## src/rftx_regs.vh

```
// Summary of operation
// - Bits 19:10 hold reader static gain.
// - Bits 9:0 hold card static gain.
// - Bit 26 picks both or single driver.
// - Bits 25:24 set card carrier amplitude.
// - Bits 23:19 give overshoot residual carrier.
// - Bit 18 forces maximum pump in card mode, overriding amplitude.
// - Bits 17:13 normal residual; 0 full carrier.
// - Bit 12 bypasses shaping, kills rise control.
// - Bits 11:8 set regulator slew, both edges.
// - Fall/rise constants apply only in single-pump mode.
// - Clock bit 18 enables active load modulation in card mode.
// - Bits 13:11 set recovered clock phase, 45-degree steps.
// - Bits 10:8 give clock mode during prevention.
// - Bits 7,5 invert outputs in reader mode.
// - Bits 6,4 invert outputs in card mode.
// - Bits 3:1 choose reader transmitter state.
// - Read-only bit reports PLL enabled and locked.
// - Select bit picks card or reader gain.
`ifndef RFTX_REGS_VH
`define RFTX_REGS_VH

// Register offsets
`define RFTX_OFS_STATUS 8'h1D
`define RFTX_OFS_GAIN_CFG 8'h1E
`define RFTX_OFS_GAIN 8'h1F
`define RFTX_OFS_SHAPE 8'h20
`define RFTX_OFS_CLK 8'h21

// Stored bit masks; everything else is reserved, except the write-only load bit 2 of the gain config
`define RFTX_MASK_GAIN_CFG 32'h0000_0008
`define RFTX_MASK_GAIN 32'h000F_FFFF
`define RFTX_MASK_SHAPE 32'h07FF_FFFF
`define RFTX_MASK_CLK 32'h0004_3FFF

// Reset values
`define RFTX_RST_GAIN_CFG 32'h0000_0000
`define RFTX_RST_GAIN 32'h0000_0000
`define RFTX_RST_SHAPE 32'h0000_0000
`define RFTX_RST_CLK 32'h0000_0000

// Gain fields
`define RFTX_RM_GAIN_MSB 19
`define RFTX_RM_GAIN_LSB 10
`define RFTX_CM_GAIN_MSB 9
`define RFTX_CM_GAIN_LSB 0
`define RFTX_GAIN_SEL_BIT 3
`define RFTX_GAIN_LOAD_BIT 2
`define RFTX_PLL_STAT_BIT 19

// Shaping fields
`define RFTX_LM_DRV_BIT 26
`define RFTX_AMP_MSB 25
`define RFTX_AMP_LSB 24
`define RFTX_OVRES_MSB 23
`define RFTX_OVRES_LSB 19
`define RFTX_MAXPUMP_BIT 18
`define RFTX_RES_MSB 17
`define RFTX_RES_LSB 13
`define RFTX_BYPASS_BIT 12
`define RFTX_SLEW_MSB 11
`define RFTX_SLEW_LSB 8
`define RFTX_FALL_MSB 7
`define RFTX_FALL_LSB 4
`define RFTX_RISE_MSB 3
`define RFTX_RISE_LSB 0

// Clock fields
`define RFTX_ALM_BIT 18
`define RFTX_PHASE_MSB 13
`define RFTX_PHASE_LSB 11
`define RFTX_PCLK_MSB 10
`define RFTX_PCLK_LSB 8
`define RFTX_INV2_RM_BIT 7
`define RFTX_INV2_CM_BIT 6
`define RFTX_INV1_RM_BIT 5
`define RFTX_INV1_CM_BIT 4
`define RFTX_RCLK_MSB 3
`define RFTX_RCLK_LSB 1
`define RFTX_PLL_EN_BIT 0

// Reader transmitter state codes
`define RFTX_TXST_HIZ 3'h0
`define RFTX_TXST_PUSH 3'h1
`define RFTX_TXST_PULL 3'h2
`define RFTX_TXST_CLK 3'h3

// Synchroniser depth
`define RFTX_SYNC_STAGES 2

`endif

```

## src/rftx_outsel.v

```verilog
`timescale 1ns/1ps
`default_nettype none
// Per-output carrier polarity choice, registered
module rftx_outsel (
  // Clock and reset
  input wire i_mclk,
  input wire i_arst_n,
  // Mode and settings
  input wire i_card_mode,
  input wire i_inv_reader,
  input wire i_inv_card,
  // Result
  output reg o_invert
);
  // Only the setting of the current mode counts
  always @(posedge i_mclk or negedge i_arst_n) begin
    if (!i_arst_n) begin
      o_invert <= 1'b0;
    end else if (i_card_mode) begin
      o_invert <= i_inv_card;
    end else begin
      o_invert <= i_inv_reader;
    end
  end
endmodule
`default_nettype wire

```

## src/rftx_sync.v

```verilog
`timescale 1ns/1ps
`default_nettype none
// Two-flop level synchroniser for asynchronous analog status
module rftx_sync #(
  parameter W = 3
) (
  // Clock and reset
  input wire i_mclk,
  input wire i_arst_n,
  // Data
  input wire [W-1:0] i_async,
  output wire [W-1:0] o_sync
);
  reg [W-1:0] meta_reg;
  reg [W-1:0] sync_reg;

  // First stage feeds only the second stage
  always @(posedge i_mclk or negedge i_arst_n) begin
    if (!i_arst_n) begin
      meta_reg <= {W{1'b0}};
      sync_reg <= {W{1'b0}};
    end else begin
      meta_reg <= i_async;
      sync_reg <= meta_reg;
    end
  end

  assign o_sync = sync_reg;
endmodule
`default_nettype wire

```

## src/rftx_top.v

```verilog
`timescale 1ns/1ps
`default_nettype none
`include "rftx_regs.vh"
// Transmit control register bank with derived transmitter settings
module rftx_top (
  // Clock and reset
  input wire i_mclk,
  input wire i_arst_n,
  // Register port
  input wire [7:0] i_addr,
  input wire [31:0] i_wdata,
  input wire i_wr,
  input wire i_rd,
  output reg [31:0] o_rdata,
  // Operating state from device logic
  input wire i_card_mode,
  input wire i_prev_active,
  input wire i_single_pump,
  // Asynchronous analog status
  input wire i_rf_on,
  input wire i_freq_ok,
  input wire i_pll_locked,
  // Gain control
  output reg [9:0] o_gain_value,
  output reg o_gain_load,
  // Shaping controls
  output reg o_lm_single_driver,
  output reg [1:0] o_card_amp,
  output reg o_card_amp_max,
  output reg [4:0] o_residual,
  output reg o_shaping_bypass,
  output reg [3:0] o_slew_rate,
  output reg [3:0] o_fall_tau,
  output reg o_fall_tau_valid,
  output reg [3:0] o_rise_tau,
  output reg o_rise_tau_valid,
  // Clock controls
  output reg o_alm_active,
  output reg [2:0] o_clk_phase,
  output reg [2:0] o_tx_clk_mode,
  output wire o_tx1_invert,
  output wire o_tx2_invert,
  output reg o_pll_enable,
  output reg o_pll_enabled
);

  ////////////////////////////////////////////////////////////////////
  // Helpers

  // Merge a write, keeping reserved bits at zero
  function [31:0] merge;
    input [31:0] wdata;
    input [31:0] mask;
    begin
      merge = wdata & mask;
    end
  endfunction

  // Address compare used by the write and load request paths
  function hit;
    input [7:0] addr;
    input [7:0] ofs;
    begin
      hit = (addr == ofs);
    end
  endfunction

  ////////////////////////////////////////////////////////////////////
  // Storage

  reg [31:0] gain_cfg_reg;
  reg [31:0] gain_reg;
  reg [31:0] shape_reg;
  reg [31:0] clk_reg;
  reg load_reg;
  reg pll_stat_reg;
  wire [2:0] pll_sync;

  // Decoded fields
  wire gain_source_select;
  wire [9:0] reader_static_gain;
  wire [9:0] card_static_gain;
  wire load_mod_driver_select;
  wire [1:0] card_carrier_amplitude;
  wire [4:0] overshoot_residual_level;
  wire card_max_pump_override;
  wire [4:0] normal_residual;
  wire shaping_bypass;
  wire [3:0] regulator_slew_rate;
  wire [3:0] fall_time_constant;
  wire [3:0] rise_time_constant;
  wire active_load_mod_on;
  wire [2:0] recovered_clock_phase;
  wire [2:0] prevention_clock_mode;
  wire out2_invert_reader;
  wire out2_invert_card;
  wire out1_invert_reader;
  wire out1_invert_card;
  wire [2:0] reader_clock_mode;
  wire pll_enable;

  ////////////////////////////////////////////////////////////////////
  // Register writes

  // Single-cycle write strobe, no wait states
  always @(posedge i_mclk or negedge i_arst_n) begin
    if (!i_arst_n) begin
      gain_cfg_reg <= `RFTX_RST_GAIN_CFG;
      gain_reg <= `RFTX_RST_GAIN;
      shape_reg <= `RFTX_RST_SHAPE;
      clk_reg <= `RFTX_RST_CLK;
    end else if (i_wr) begin
      if (hit(i_addr, `RFTX_OFS_GAIN_CFG)) begin
        gain_cfg_reg <= merge(i_wdata, `RFTX_MASK_GAIN_CFG);
      end
      if (hit(i_addr, `RFTX_OFS_GAIN)) begin
        gain_reg <= merge(i_wdata, `RFTX_MASK_GAIN);
      end
      if (hit(i_addr, `RFTX_OFS_SHAPE)) begin
        shape_reg <= merge(i_wdata, `RFTX_MASK_SHAPE);
      end
      if (hit(i_addr, `RFTX_OFS_CLK)) begin
        clk_reg <= merge(i_wdata, `RFTX_MASK_CLK);
      end
    end
  end

  // Load request is write-only and clears itself after one cycle
  // Taken straight from the write data, so the bit never reads back
  always @(posedge i_mclk or negedge i_arst_n) begin
    if (!i_arst_n) begin
      load_reg <= 1'b0;
    end else begin
      load_reg <= i_wr & hit(i_addr, `RFTX_OFS_GAIN_CFG) &
        i_wdata[`RFTX_GAIN_LOAD_BIT];
    end
  end

  ////////////////////////////////////////////////////////////////////
  // Field decode

  // Gain fields
  assign gain_source_select = gain_cfg_reg[`RFTX_GAIN_SEL_BIT];
  assign reader_static_gain = gain_reg[`RFTX_RM_GAIN_MSB:`RFTX_RM_GAIN_LSB];
  assign card_static_gain = gain_reg[`RFTX_CM_GAIN_MSB:`RFTX_CM_GAIN_LSB];

  // Shaping fields
  assign load_mod_driver_select = shape_reg[`RFTX_LM_DRV_BIT];
  assign card_carrier_amplitude = shape_reg[`RFTX_AMP_MSB:`RFTX_AMP_LSB];
  assign overshoot_residual_level = shape_reg[`RFTX_OVRES_MSB:`RFTX_OVRES_LSB];
  assign card_max_pump_override = shape_reg[`RFTX_MAXPUMP_BIT];
  assign normal_residual = shape_reg[`RFTX_RES_MSB:`RFTX_RES_LSB];
  assign shaping_bypass = shape_reg[`RFTX_BYPASS_BIT];
  assign regulator_slew_rate = shape_reg[`RFTX_SLEW_MSB:`RFTX_SLEW_LSB];
  assign fall_time_constant = shape_reg[`RFTX_FALL_MSB:`RFTX_FALL_LSB];
  assign rise_time_constant = shape_reg[`RFTX_RISE_MSB:`RFTX_RISE_LSB];

  // Clock fields
  assign active_load_mod_on = clk_reg[`RFTX_ALM_BIT];
  assign recovered_clock_phase = clk_reg[`RFTX_PHASE_MSB:`RFTX_PHASE_LSB];
  assign prevention_clock_mode = clk_reg[`RFTX_PCLK_MSB:`RFTX_PCLK_LSB];
  assign out2_invert_reader = clk_reg[`RFTX_INV2_RM_BIT];
  assign out2_invert_card = clk_reg[`RFTX_INV2_CM_BIT];
  assign out1_invert_reader = clk_reg[`RFTX_INV1_RM_BIT];
  assign out1_invert_card = clk_reg[`RFTX_INV1_CM_BIT];
  assign reader_clock_mode = clk_reg[`RFTX_RCLK_MSB:`RFTX_RCLK_LSB];
  assign pll_enable = clk_reg[`RFTX_PLL_EN_BIT];

  ////////////////////////////////////////////////////////////////////
  // PLL status

  // Analog status is unrelated to i_mclk, so resynchronise first
  // Costs two cycles of latency on the status bit
  rftx_sync #(
    .W(3)
  ) u_pll_sync (
    .i_mclk(i_mclk),
    .i_arst_n(i_arst_n),
    .i_async({i_rf_on, i_freq_ok, i_pll_locked}),
    .o_sync(pll_sync)
  );

  // Enabled only with carrier present, frequency good and lock held
  always @(posedge i_mclk or negedge i_arst_n) begin
    if (!i_arst_n) begin
      pll_stat_reg <= 1'b0;
    end else begin
      pll_stat_reg <= pll_enable & (&pll_sync);
    end
  end

  ////////////////////////////////////////////////////////////////////
  // Gain outputs

  // Chosen static gain and its load pulse
  // Both fields stay readable; only the chosen one reaches gain control
  always @(posedge i_mclk or negedge i_arst_n) begin
    if (!i_arst_n) begin
      o_gain_value <= 10'h000;
      o_gain_load <= 1'b0;
    end else begin
      if (gain_source_select) begin
        o_gain_value <= reader_static_gain;
      end else begin
        o_gain_value <= card_static_gain;
      end
      o_gain_load <= load_reg;
    end
  end

  ////////////////////////////////////////////////////////////////////
  // Shaping outputs

  // Amplitude, residual carrier and slew
  always @(posedge i_mclk or negedge i_arst_n) begin
    if (!i_arst_n) begin
      o_lm_single_driver <= 1'b0;
      o_card_amp <= 2'h0;
      o_card_amp_max <= 1'b0;
      o_residual <= 5'h00;
      o_slew_rate <= 4'h0;
    end else begin
      o_lm_single_driver <= load_mod_driver_select;
      o_card_amp <= card_carrier_amplitude;
      // Max pump wins over the amplitude code while in card mode
      o_card_amp_max <= i_card_mode & card_max_pump_override;
      if (i_prev_active) begin
        o_residual <= overshoot_residual_level;
      end else begin
        o_residual <= normal_residual;
      end
      o_slew_rate <= regulator_slew_rate;
    end
  end

  // Edge time constants; the bypass takes rise control away entirely
  always @(posedge i_mclk or negedge i_arst_n) begin
    if (!i_arst_n) begin
      o_shaping_bypass <= 1'b0;
      o_fall_tau <= 4'h0;
      o_fall_tau_valid <= 1'b0;
      o_rise_tau <= 4'h0;
      o_rise_tau_valid <= 1'b0;
    end else begin
      o_shaping_bypass <= shaping_bypass;
      o_fall_tau <= fall_time_constant;
      o_fall_tau_valid <= i_single_pump;
      o_rise_tau <= rise_time_constant;
      o_rise_tau_valid <= i_single_pump & ~shaping_bypass;
    end
  end

  ////////////////////////////////////////////////////////////////////
  // Clock outputs

  // Load modulation, phase and PLL enable
  always @(posedge i_mclk or negedge i_arst_n) begin
    if (!i_arst_n) begin
      o_alm_active <= 1'b0;
      o_clk_phase <= 3'h0;
      o_pll_enable <= 1'b0;
      o_pll_enabled <= 1'b0;
    end else begin
      o_alm_active <= i_card_mode & active_load_mod_on;
      o_clk_phase <= recovered_clock_phase;
      o_pll_enable <= pll_enable;
      o_pll_enabled <= pll_stat_reg;
    end
  end

  // Prevention overrides the clock mode; reader mode otherwise.
  // In card mode without prevention the transmitter is left high
  // impedance, as card drive is owned by the modulation path.
  always @(posedge i_mclk or negedge i_arst_n) begin
    if (!i_arst_n) begin
      o_tx_clk_mode <= `RFTX_TXST_HIZ;
    end else if (i_prev_active) begin
      o_tx_clk_mode <= prevention_clock_mode;
    end else if (!i_card_mode) begin
      o_tx_clk_mode <= reader_clock_mode;
    end else begin
      o_tx_clk_mode <= `RFTX_TXST_HIZ;
    end
  end

  // First transmit output polarity
  rftx_outsel u_tx1 (
    .i_mclk(i_mclk),
    .i_arst_n(i_arst_n),
    .i_card_mode(i_card_mode),
    .i_inv_reader(out1_invert_reader),
    .i_inv_card(out1_invert_card),
    .o_invert(o_tx1_invert)
  );

  // Second transmit output polarity
  rftx_outsel u_tx2 (
    .i_mclk(i_mclk),
    .i_arst_n(i_arst_n),
    .i_card_mode(i_card_mode),
    .i_inv_reader(out2_invert_reader),
    .i_inv_card(out2_invert_card),
    .o_invert(o_tx2_invert)
  );

  ////////////////////////////////////////////////////////////////////
  // Register reads

  // Data valid only in the cycle after the strobe, zero otherwise
  // Status is the registered copy, so a read never sees a half-synced level
  always @(posedge i_mclk or negedge i_arst_n) begin
    if (!i_arst_n) begin
      o_rdata <= 32'h0000_0000;
    end else if (i_rd) begin
      case (i_addr)
        `RFTX_OFS_STATUS: begin
          o_rdata <= {12'h000, pll_stat_reg, 19'h0_0000};
        end
        `RFTX_OFS_GAIN_CFG: begin
          o_rdata <= gain_cfg_reg;
        end
        `RFTX_OFS_GAIN: begin
          o_rdata <= gain_reg;
        end
        `RFTX_OFS_SHAPE: begin
          o_rdata <= shape_reg;
        end
        `RFTX_OFS_CLK: begin
          o_rdata <= clk_reg;
        end
        default: begin
          o_rdata <= 32'h0000_0000;
        end
      endcase
    end else begin
      o_rdata <= 32'h0000_0000;
    end
  end

endmodule
`default_nettype wire

```

## config.mk

```make
export PLATFORM = sky130hd
export DESIGN_NAME = rftx_top
export DESIGN_NICKNAME = d
export VERILOG_FILES = /design/src/rftx_outsel.v /design/src/rftx_sync.v /design/src/rftx_top.v
export VERILOG_INCLUDE_DIRS = /design/src /design/src/src
export SDC_FILE = /design/constraint.sdc
export NUM_CORES = 1
export LEC_CHECK = 0
export BUFFER_PORTS_ARGS = -buffer_cell sky130_fd_sc_hd__buf_2
export CAP_MARGIN = 20
export CORE_MARGIN = 2
export CORE_UTILIZATION = 50
export DETAILED_ROUTE_END_ITERATION = 8
export PLACE_DENSITY = 0.79
export SLEW_MARGIN = 20
export SYNTH_ARGS = -nofsm -noshare
export SYNTH_HDL_FRONTEND = slang
export SYNTH_SLANG_ARGS = --single-unit
```

## constraint.sdc

```tcl
create_clock -name i_mclk -period 1.5 [get_ports i_mclk]
set_input_delay 0.15 -clock i_mclk [delete_from_list [all_inputs] [get_ports i_mclk]]
set_output_delay 0.15 -clock i_mclk [all_outputs]
set_load 0.01 [all_outputs]
```

---- Word-level counts from Yosys, hierarchy flattened ----
Index checks and enable logic that the tools add are counted.
word-level totals
  register bits ........................... 149
  input port bits ......................... 50
  output and inout bits ................... 78
  word-level logic and storage cells ...... 53
operators by class
  eq/ne operators ......................... 5
  multiplexer cells ....................... 8
  bitwise gates (word level) .............. 7
  reduce and logical (&&, ||, !) cells .... 5
operator list
  cell                                                                    count
  27-bit one-hot mux with 5 select lines                                  1
  32-bit two-way mux                                                      1
  8-bit by 5-bit equality test with 1-bit output (second input constant)  3
  8-bit by 6-bit equality test with 1-bit output (second input constant)  2
  10-bit two-way mux                                                      1
  2-bit AND reduction                                                     4
  1-bit AND                                                               6
  3-bit two-way mux                                                       2
  5-bit two-way mux                                                       1
  3-bit AND reduction                                                     1
  1-bit two-way mux                                                       2
  1-bit inverter                                                          1

---- Depth between registers and ports, before layout ----
Gate-level depths: netlist of run 1.
  depth after elaboration ................. 3
  gate-level depth with buffers ........... 6

---- Cells and area by module ----
A second synthesis of run 1 with hierarchy kept.
second synthesis, totals
  cells, all modules ...................... 354
  area total of the unflattened synthesis .. 5579.1 um2
modules (own cells, without submodules)
  module       times used  cells each  area an instance (um2)
  rftx_top     1           344         5348.9
  rftx_sync    1           6           150.1
  rftx_outsel  2           2           40.0

---- Worst setup path before layout of run 1 ----
Ideal clock, no wire load.
  kind .................................... in2reg
  start ................................... in i_addr[3]
  end ..................................... reg clk_reg[10]
  setup time .............................. 0.128 ns
  data arrival time ....................... 1.318 ns
  required time ........................... 1.372 ns
  setup slack ............................. 0.055 ns
  stages .................................. 4
  path through ............................ nor4_4 > nand4_4 > buf_4 > mux2_1
on the way
  longest elaborated chain between the ends .. 2
RTL lines
  item                                            line            RTL
  start: declaration                              rftx_top.v:10   input wire [7:0] i_addr,
  8-bit by 6-bit equality test with 1-bit output  rftx_top.v:64   hit = (addr == ofs);
  2-bit AND reduction (no line)                   -
  end signal: assignment                          rftx_top.v:111  clk_reg <= `RFTX_RST_CLK;
  end signal: assignment                          rftx_top.v:123  clk_reg <= merge(i_wdata, `RFTX_MASK_CLK);
  end: declaration                                rftx_top.v:74   reg [31:0] clk_reg;
No other way between the ends.
A chain may end at the register's enable or synchronous reset.

---- Worst setup path after layout of run 1 ----
  start ................................... reg o_rdata[2]
  end ..................................... out o_rdata[2]
RTL lines
  item                      line            RTL
  start: declaration        rftx_top.v:14   output reg [31:0] o_rdata,
  start signal: assignment  rftx_top.v:317  o_rdata <= {12'h000, pll_stat_reg, 19'h0_0000};
  start signal: assignment  rftx_top.v:320  o_rdata <= gain_cfg_reg;
  start signal: assignment  rftx_top.v:323  o_rdata <= gain_reg;
No word-level cell between the ends.

==> results.cfg, run 1 <==
[run_status]
status = complete, no violations

[cts]
cts_setup_buffers = 0
ctsHoldBuffers = 34
root_buffer = clkbuf_8
clock_path_buffers = 2
clock_latency_ps = 520
clk_pin_slew_worst_paths_ps = 60
cts_num_sinks = 144
tritoncts.num_buffers = 17
ctsResizeCount = 0
htreeDepth = 4
tritoncts = built

[setup_path]
critical_path.top_delay_family = flip-flops
r2r_slack_ps = 320
worst_ep_arrival_time_ps = 1060
end_kind = output pin
crit_required_ps = 1350
largest_incremental_delay_on_the_critical_path_ps = 390
timing.setup.critical_path_class = flip-flop to output pin
worstPathCellList = buf_2
critical_path_fanout_max = 1
worstSetupStartpointType = flip-flop
timing.critical_path.buf_inv = 1
crit_slowest_cell = dfrtp_1

[place]
final_weighted_congestion_of_routability_driven_global_placement = 0.8911
post-dp-hpwl_mm = 8.939
dpl_worst_slack_ps = -108.3
place.port_buffers = 117

[detailed_routing]
ant_nets = 0
dr_wl_met2_mm = 6.736
wl_per_cell_um = 19.16
detailroute.via_count = 3760
first_iter_violations = 175
residual_drc = 0
maxUsedRoutingLayer = met4
wl_met3_um = 985
drt-total-wl_mm = 13.49
dr.pass1.iters = 5
drt-met1-wl_mm = 5.669
drt-vias-per-instance = 5.341

[synthesis]
yosysUniqueCellTypes = 32
synthDominantCellAreaShare_pct = 65.34
synthMostInstantiatedCell = dfrtp_1
synth-edff-count = 0
number_of_register_bits_inferred_by_synthesis = 144
dominantRegCellSynth = dfrtp_1
synth.cells.most_frequent = dfrtp_1 (144), mux2_2 (67), nand3_1 (38)
netlist_top_cells_area = dfrtp_1 (65%), mux2_2 (14%), mux2_1 (6.1%)
yosys_warnings = 0
ys_seq_area_share_pct = 65.34
synthArstFlopShare_pct = 100.0
postSynthAreaPerCell_um2 = 14.75
postSynthCellCount = 374
mappedNetlistArea_um2 = 5515
synth_top_cell_by_area = dfrtp_1

[power_and_ir_drop]
p_leak_nw = 3.903
overall_power_consumption_w = 0.009747
power.density_cell_area_nw_per_um2 = 1295
ir_worst_vdd_mv = 1.297

[finish]
multiInputGateArea_um2 = 1764
insertedDiodeCount = 0
register_area_um2 = 3603
layout-drive-gt1-share_pct = 44.86
syn_to_final_growth_pct = 36.46
design.final.nets = 601
num-fill-cells = 742

[global_routing]
antenna_violations_before_repair = 0
grt_overflow_total = 0
overall_fraction_of_global_route_tracks_in_use_pct = 24.45
grt_pass1_vias = 4040
grt_max_degree = 44
grt_pass1_wl_mm = 21.09

[floorplanning]
initial_core_util_pct = 51.10
die_width_um = 109.0
floorplan.rows = 38
top_level_ports = 128
dieHeight_um = 109.0
area_inside_the_core_boundary_um2 = 10790
floorplan.die_area_um2 = 11890

[sta]
rsz0062_at_grt = no
timing_hold_violations_final = 0
period_share_pct = 80.38
fin_worst_skew_ps = 8.256
setup_viol = 0
finalCriticalPeriod_ps = 1206
timing.hold.ws_ps = 65.69
timing_max_transition_violations_final = 0
final.setup.worst_slack_ps = 294.3
fmax_ghz = 0.8294

[min_path]
timing.hold.worst.class = input port to flip-flop

[run]
maxCapViolations = 0
## final timing paths
path / cells after the start / startpoint / to
max: 1 / o_rdata[2] / o_rdata[2]
max reg2reg: 2 / gain_cfg_reg[3] / o_gain_value[7]
min reg2reg: 0 / u_pll_sync.meta_reg[1] / u_pll_sync.o_sync[1]
min: 3 / i_prev_active / o_tx_clk_mode[0]
min in group asynchronous: 2 / i_arst_n / shape_reg[20]
max in group asynchronous: 3 / i_arst_n / o_residual[4]
## per-stage QoR
step                      util [%]  std cells  TNS [ps]  instance area [µm²]
after floorplan                  -        378         0                 5530
after global placement       59.97        638    -442.7                 6472
after detailed placement     59.97        638     -1115                 6472
after CTS                    69.73        704         0                 7526
after global routing         69.73        704         0                 7526
final                        69.73        704         0                 7526
## metal layers
| layer | vias to the layer above | global-route usage [%] |
|---|---|---|
| li1 | 1682 | - |
| met5 | - | 0 |
| met2 | 167 | 40.28 |
| met4 | 0 | 6.960 |
| met3 | 12 | 5.559 |
| met1 | 1899 | 32.70 |
## layout by cell type (no fill, tap or decap), types with 3 or more instances in the layout
cell type      Yosys  layout
dlygate4sd3_1      0      34
a221oi_1          16      16
nand4b_1           3       3
conb_1             1       5
buf_2              8     116
buf_12             0       6
dfrtp_1          144     144
nand3_1           38      38
nand2b_1           3       3
nand2_1            4       4
mux2_1            30      30
nor2_1             8       8
o21ai_0            3       3
inv_1              8       8
buf_4              6      25
clkbuf_16          0      16
mux2_2            67      67
a21oi_1            4       4
bufinv_16          0       8
## power breakdown
part,internal [W],leakage [nW],switching [W]
Combinational,0.000293,1.59,0.000312
Clock,0.00343,0.339,0.00160
Sequential,0.00403,1.97,0.0000888
## kinds of logic after synthesis
kind of cell,count (synthesis),share of synthesized area [%]
flops,144,65.34
mux,97,19.80
simple gates,72,8.167
buf+inv,36,3.312
compound gates,24,3.312
other cells,1,0.06799
## cell type report
cell class	instances	share of cell area [%]
sequential	144	47.88
multi-input combinational	198	23.44
timing repair buffer	182	16.48
clock buffer	19	5.736
clock inverter	13	3.741
tap	140	2.328
inverter	8	0.3990
Power figures use the tool's default switching activity.
==> run 2, diff against run 1 <==
--- a/config.mk
+++ b/config.mk
@@ -9,7 +9,7 @@
 export BUFFER_PORTS_ARGS = -buffer_cell sky130_fd_sc_hd__buf_2
 export CAP_MARGIN = 20
 export CORE_MARGIN = 2
-export CORE_UTILIZATION = 50
+export CORE_UTILIZATION = 48
 export DETAILED_ROUTE_END_ITERATION = 8
 export PLACE_DENSITY = 0.79
 export SLEW_MARGIN = 20
==> constraint.sdc (replaced) <==
create_clock -name i_mclk -period 1.1 [get_ports i_mclk]
set_input_delay 0.11 -clock i_mclk [delete_from_list [all_inputs] [get_ports i_mclk]]
set_output_delay 0.11 -clock i_mclk [all_outputs]
set_load 0.01 [all_outputs]
==> run 2 against run 1 <==
  * Sequential share of layout area shrank 0.81 points
  * Cell area grew 1.8%
  * Die area grew 4.0%
  * Critical endpoint unchanged
  * Clock skew grew 1.3 ps
  * Register-to-register slack lost 280 ps
  * Largest power group unchanged
  * Largest cell class unchanged
==> results.cfg, run 2 (synthesized netlist as in run 1, its figures left out) <==
[global_routing]
grt_pass1_wl_mm = 21.40
antenna_violations_before_repair = 0
grt_pass1_vias = 4129
grt_overflow_total = 0
grt_max_degree = 45
overall_fraction_of_global_route_tracks_in_use_pct = 22.48

[power_and_ir_drop]
power.density_cell_area_nw_per_um2 = 1627
overall_power_consumption_w = 0.01246
clkPwrFrac_pct = 47.9
ir_worst_vdd_mv = 1.235
internal_power_w = 0.009724
switching_share_pct = 21.96
p_leak_nw = 3.952
power.combinational.fraction_pct = 7.1
total_switching_power_w = 0.002737
power.sequential.fraction_pct = 45.1

[finish]
post_layout_nonfiller_instances = 714
mostFrequentLayoutCells = dfrtp_1 (143), buf_2 (116), mux2_2 (67), nand3_1 (38), dlygate4sd3_1 (33)
insertedDiodeCount = 0
layout-drive-gt1-share_pct = 49.04
syn_to_final_growth_pct = 38.86
final_common_cell = dfrtp_1
design.final.nets = 608

[setup_path]
critical_path_fanout_max = 1
cp-startpoint = o_rdata[2]
worst_ep_arrival_time_ps = 970
largest_incremental_delay_on_the_critical_path_ps = 400
timing.critical_path.buf_inv = 1
worstSetupStartpointType = flip-flop
crit_slowest_cell = dfrtp_1
worstPathCellList = buf_2
regToRegStartpoint = gain_reg[3]
critical_path.top_delay_family = flip-flops
timing.setup.critical_path_class = flip-flop to output pin
crit_required_ps = 990
end_kind = output pin

[detailed_routing]
drt-total-wl_mm = 13.18
ant_nets = 0
dr.pass1.iters = 4
first_iter_violations = 238
drt-vias-per-instance = 5.352
detailroute.via_count = 3821
wl_per_cell_um = 18.46
residual_drc = 0

[sta]
finalCriticalPeriod_ps = 1077
rsz0062_at_grt = yes
timing_hold_violations_final = 0
fin_worst_skew_ps = 9.529
setup-tns-final_ps = 0
fmax_ghz = 0.9288
period_share_pct = 97.88
timing.hold.ws_ps = 73.83
timing_max_transition_violations_final = 0
setup_viol = 0

[cts]
clock_latency_ps = 420
clock_path_buffers = 2
root_buffer = clkbuf_16
cts_num_sinks = 144
tritoncts.num_buffers = 17
clk_pin_slew_worst_paths_ps = 60
htreeDepth = 4
tritoncts = built

[floorplanning]
floorplan.rows = 39
initial_core_util_pct = 48.72
dieHeight_um = 111.2
top_level_ports = 128
area_inside_the_core_boundary_um2 = 11320
die_width_um = 111.2
floorplan.die_area_um2 = 12360

[min_path]
timing.hold.worst.class = input port to flip-flop
hold_start = i_card_mode

[run]
maxCapViolations = 0

[place]
place.port_buffers = 117
final_weighted_congestion_of_routability_driven_global_placement = 0.8152
post-dp-hpwl_mm = 8.840
placed_cells_incl_taps = 649

[run_status]
status = complete, no violations
==> run 2: cell count changes in the layout (fill, tap and decap cells not counted), moves of 2 or more <==
cell | before | now
a221oi_1 | 16 | 7
a221oi_2 | 0 | 9
buf_12 | 6 | 12
buf_4 | 25 | 27
bufinv_16 | 8 | 4
clkbuf_8 | 2 | 0
clkinv_2 | 0 | 3
clkinvlp_4 | 2 | 5
mux2_1 | 30 | 22
mux2_4 | 0 | 8
==> run 2: layout make-up <==
| type | instances | area, µm² |
|---|---|---|
| inverters | 8 | 30.03 |
| clock buffers | 18 | 429.2 |
| flip-flops and latches | 144 | 3605 |
| fillers | 770 | 3662 |
| clock inverters | 14 | 190.2 |
| repair buffers | 189 | 1365 |
| well taps | 143 | 178.9 |
| multi-input cells | 198 | 1861 |
==> run 2: metal layers <==
layer | GRT usage (%) | routed length [µm] | up-vias
li1 | - | - | 1704
met1 | 28.90 | 5700 | 1968
met2 | 36.71 | 6637 | 132
met3 | 6.561 | 668 | 17
met4 | 7.819 | 176 | 0
met5 | 0 | 0 | -
==> run 2: final timing paths <==
kind | depth (start not counted) | end | slack, ps
hold / removal | 2 | o_tx_clk_mode[2] | 70
max in group asynchronous | 3 | u_pll_sync.o_sync[1] | 460
hold reg to reg | 0 | u_pll_sync.o_sync[2] | 350
setup / recovery | 1 | o_rdata[2] | 20
setup reg to reg | 3 | o_rdata[3] | 40
min in group asynchronous | 2 | shape_reg[25] | 120
==> run 2: what timing repair did <==
item,in CTS,in global routing
setup endpoints to repair,1,10
hold buffers,33,0
setup buffers,0,0
cloned,0,0
pin swaps,0,0
endpoints found under the hold margin,212,0
gates resized for setup,1,7
==> run 2: power by group through the flow <==
stage | clock network [W] | logic, W | registers, W
2_1_floorplan | 0 | 0.000292 | 0.00571
3_3_place_gp | 0 | 0.000763 | 0.00570
5_1_grt | 0.00628 | 0.000959 | 0.00564
4_1_cts | 0.00607 | 0.000886 | 0.00561
3_5_place_dp | 0 | 0.000787 | 0.00570
6_report | 0.00596 | 0.000882 | 0.00562
==> run 2: stage by stage <==
step                      instance area (µm²)  worst slack (ps)  util, %
after floorplan                          5618            -295.2        -
after global placement                   6665            -377.4    58.87
after detailed placement                 6665            -420.9    58.87
after CTS                                7621             4.870    67.32
after global routing                     7659            -5.413    67.65
final                                    7659             23.34    67.65
==> run 3, diff against run 2 <==
--- a/config.mk
+++ b/config.mk
@@ -11,6 +11,7 @@
 export CORE_MARGIN = 2
 export CORE_UTILIZATION = 48
 export DETAILED_ROUTE_END_ITERATION = 8
+export HOLD_SLACK_MARGIN = 0.12
 export PLACE_DENSITY = 0.79
 export SLEW_MARGIN = 20
 export SYNTH_ARGS = -nofsm -noshare
==> run 3 against run 2 <==
  * Via count about the same
  * Die area unchanged
  * Wire length increased by 0.22%
  * Critical endpoint unchanged
==> results.cfg, run 3 (synthesized netlist as in run 1, its figures left out) <==
[cts]
tritoncts.num_buffers = 17
root_buffer = clkbuf_16
tritoncts = built
clock_latency_ps = 420
htreeDepth = 4
clk_pin_slew_worst_paths_ps = 60
cts_setup_buffers = 0
cts_num_sinks = 144
clock_path_buffers = 2

[place]
final_weighted_congestion_of_routability_driven_global_placement = 0.8152
place.port_buffers = 117
dpl_worst_slack_ps = -420.9
post-dp-hpwl_mm = 8.840

[power_and_ir_drop]
power.combinational.fraction_pct = 7.1
overall_power_consumption_w = 0.01247
power.sequential.fraction_pct = 45.0
switching_share_pct = 22.02
power.density_cell_area_nw_per_um2 = 1627
internal_power_w = 0.009727
clkPwrFrac_pct = 47.9
ir_worst_vdd_mv = 1.235
total_switching_power_w = 0.002747
p_leak_nw = 3.956

[setup_path]
timing.critical_path.buf_inv = 1
largest_incremental_delay_on_the_critical_path_ps = 400
end_kind = output pin
worstPathCellList = buf_2
crit_slowest_cell = dfrtp_1
worst_ep_arrival_time_ps = 970
worstSetupStartpointType = flip-flop
critical_path.top_delay_family = flip-flops
critical_path_fanout_max = 1
timing.setup.critical_path_class = flip-flop to output pin
crit_required_ps = 990

[detailed_routing]
ant_nets = 0
first_iter_violations = 256
drt-total-wl_mm = 13.21
residual_drc = 0
dr.pass1.iters = 4
wl_per_cell_um = 18.48
detailroute.via_count = 3822
drt-vias-per-instance = 5.345

[finish]
mostFrequentLayoutCells = dfrtp_1 (143), buf_2 (116), mux2_2 (67), nand3_1 (38), dlygate4sd3_1 (34)
num-fill-cells = 769
layout-drive-gt1-share_pct = 48.95
syn_to_final_growth_pct = 39.04
design.final.nets = 609
final_common_cell = dfrtp_1
insertedDiodeCount = 0

[floorplanning]
floorplan.die_area_um2 = 12360
die_width_um = 111.2
floorplan.rows = 39
initial_core_util_pct = 48.72
area_inside_the_core_boundary_um2 = 11320
top_level_ports = 128
dieHeight_um = 111.2

[global_routing]
antenna_violations_before_repair = 0
grt_overflow_total = 0
grt_pass1_vias = 4129
overall_fraction_of_global_route_tracks_in_use_pct = 22.48
grt_max_degree = 45
grt_pass1_wl_mm = 21.40

[sta]
fin_worst_skew_ps = 7.227
finalCriticalPeriod_ps = 1081
timing_max_transition_violations_final = 0
fmax_ghz = 0.9253
timing_hold_violations_final = 0
period_share_pct = 98.25
final.setup.worst_slack_ps = 19.25
setup_viol = 0
setup-tns-final_ps = 0
rsz0062_at_grt = yes

[min_path]
timing.hold.worst.class = input port to asynchronous set/reset pin

[run]
maxCapViolations = 0

[run_status]
status = complete, no violations
## run 3: cell types whose count changed in the layout (fill, tap and decap cells not counted), sizes merged
cell	before	now
dlygate4sd3	33	34
## run 3: metal layers
layer / track usage, % / share of wire (%)
met5: 0 / 0
met3: 6.561 / 5.9
met1: 28.90 / 42
met2: 36.71 / 51
met4: 7.819 / 0.95
## run 3: path summary, 6_finish.rpt
check / startpoint / endpoint / slack (ps) / cells past startpoint
min reg2reg: u_pll_sync.meta_reg[2] / u_pll_sync.o_sync[2] / 350 / 0
max in group asynchronous: i_arst_n / u_pll_sync.o_sync[1] / 470 / 3
max reg2reg: gain_cfg_reg[3] / o_gain_value[7] / 40 / 2
max: o_rdata[2] / o_rdata[2] / 20 / 1
min: i_arst_n / shape_reg[25] / 120 / 2
min in group i_mclk: i_prev_active / o_tx_clk_mode[2] / 140 / 3
## run 3: what timing repair did
item,4_1_cts,5_1_grt
pin swaps,0,0
endpoints found under the setup margin,1,10
resized for setup,1,7
endpoints found under the hold margin,224,0
hold buffers,34,0
## run 3: area by class of cell
type | instances | area [µm²] | area share [%]
clock buffers | 18 | 429.2 | 5.596
clock inverters | 14 | 190.2 | 2.480
inverters | 8 | 30.03 | 0.3916
multi-input cells | 198 | 1861 | 24.26
flip-flops and latches | 144 | 3605 | 47.01
well taps | 143 | 178.9 | 2.333
repair buffers | 190 | 1375 | 17.93
## run 3: through the flow
stage | util (%) | cells | hold WS (ps) | area, µm²
finish | 67.74 | 715 | 121.1 | 7669
global route | 67.74 | 715 | 123.0 | 7669
CTS | 67.41 | 715 | 113.4 | 7631
detailed placement | 58.87 | 649 | -13.49 | 6665
global placement | 58.87 | 649 | -18.59 | 6665
floorplan | - | 378 | -185.6 | 5618
## run 3: power by group through the flow
stage / clock network [W] / registers [W] / logic, W
finish: 0.00597 / 0.00562 / 0.000885
global route: 0.00628 / 0.00564 / 0.000961
CTS: 0.00607 / 0.00561 / 0.000888
detailed placement: 0 / 0.00570 / 0.000787
global placement: 0 / 0.00570 / 0.000763
floorplan: 0 / 0.00571 / 0.000292
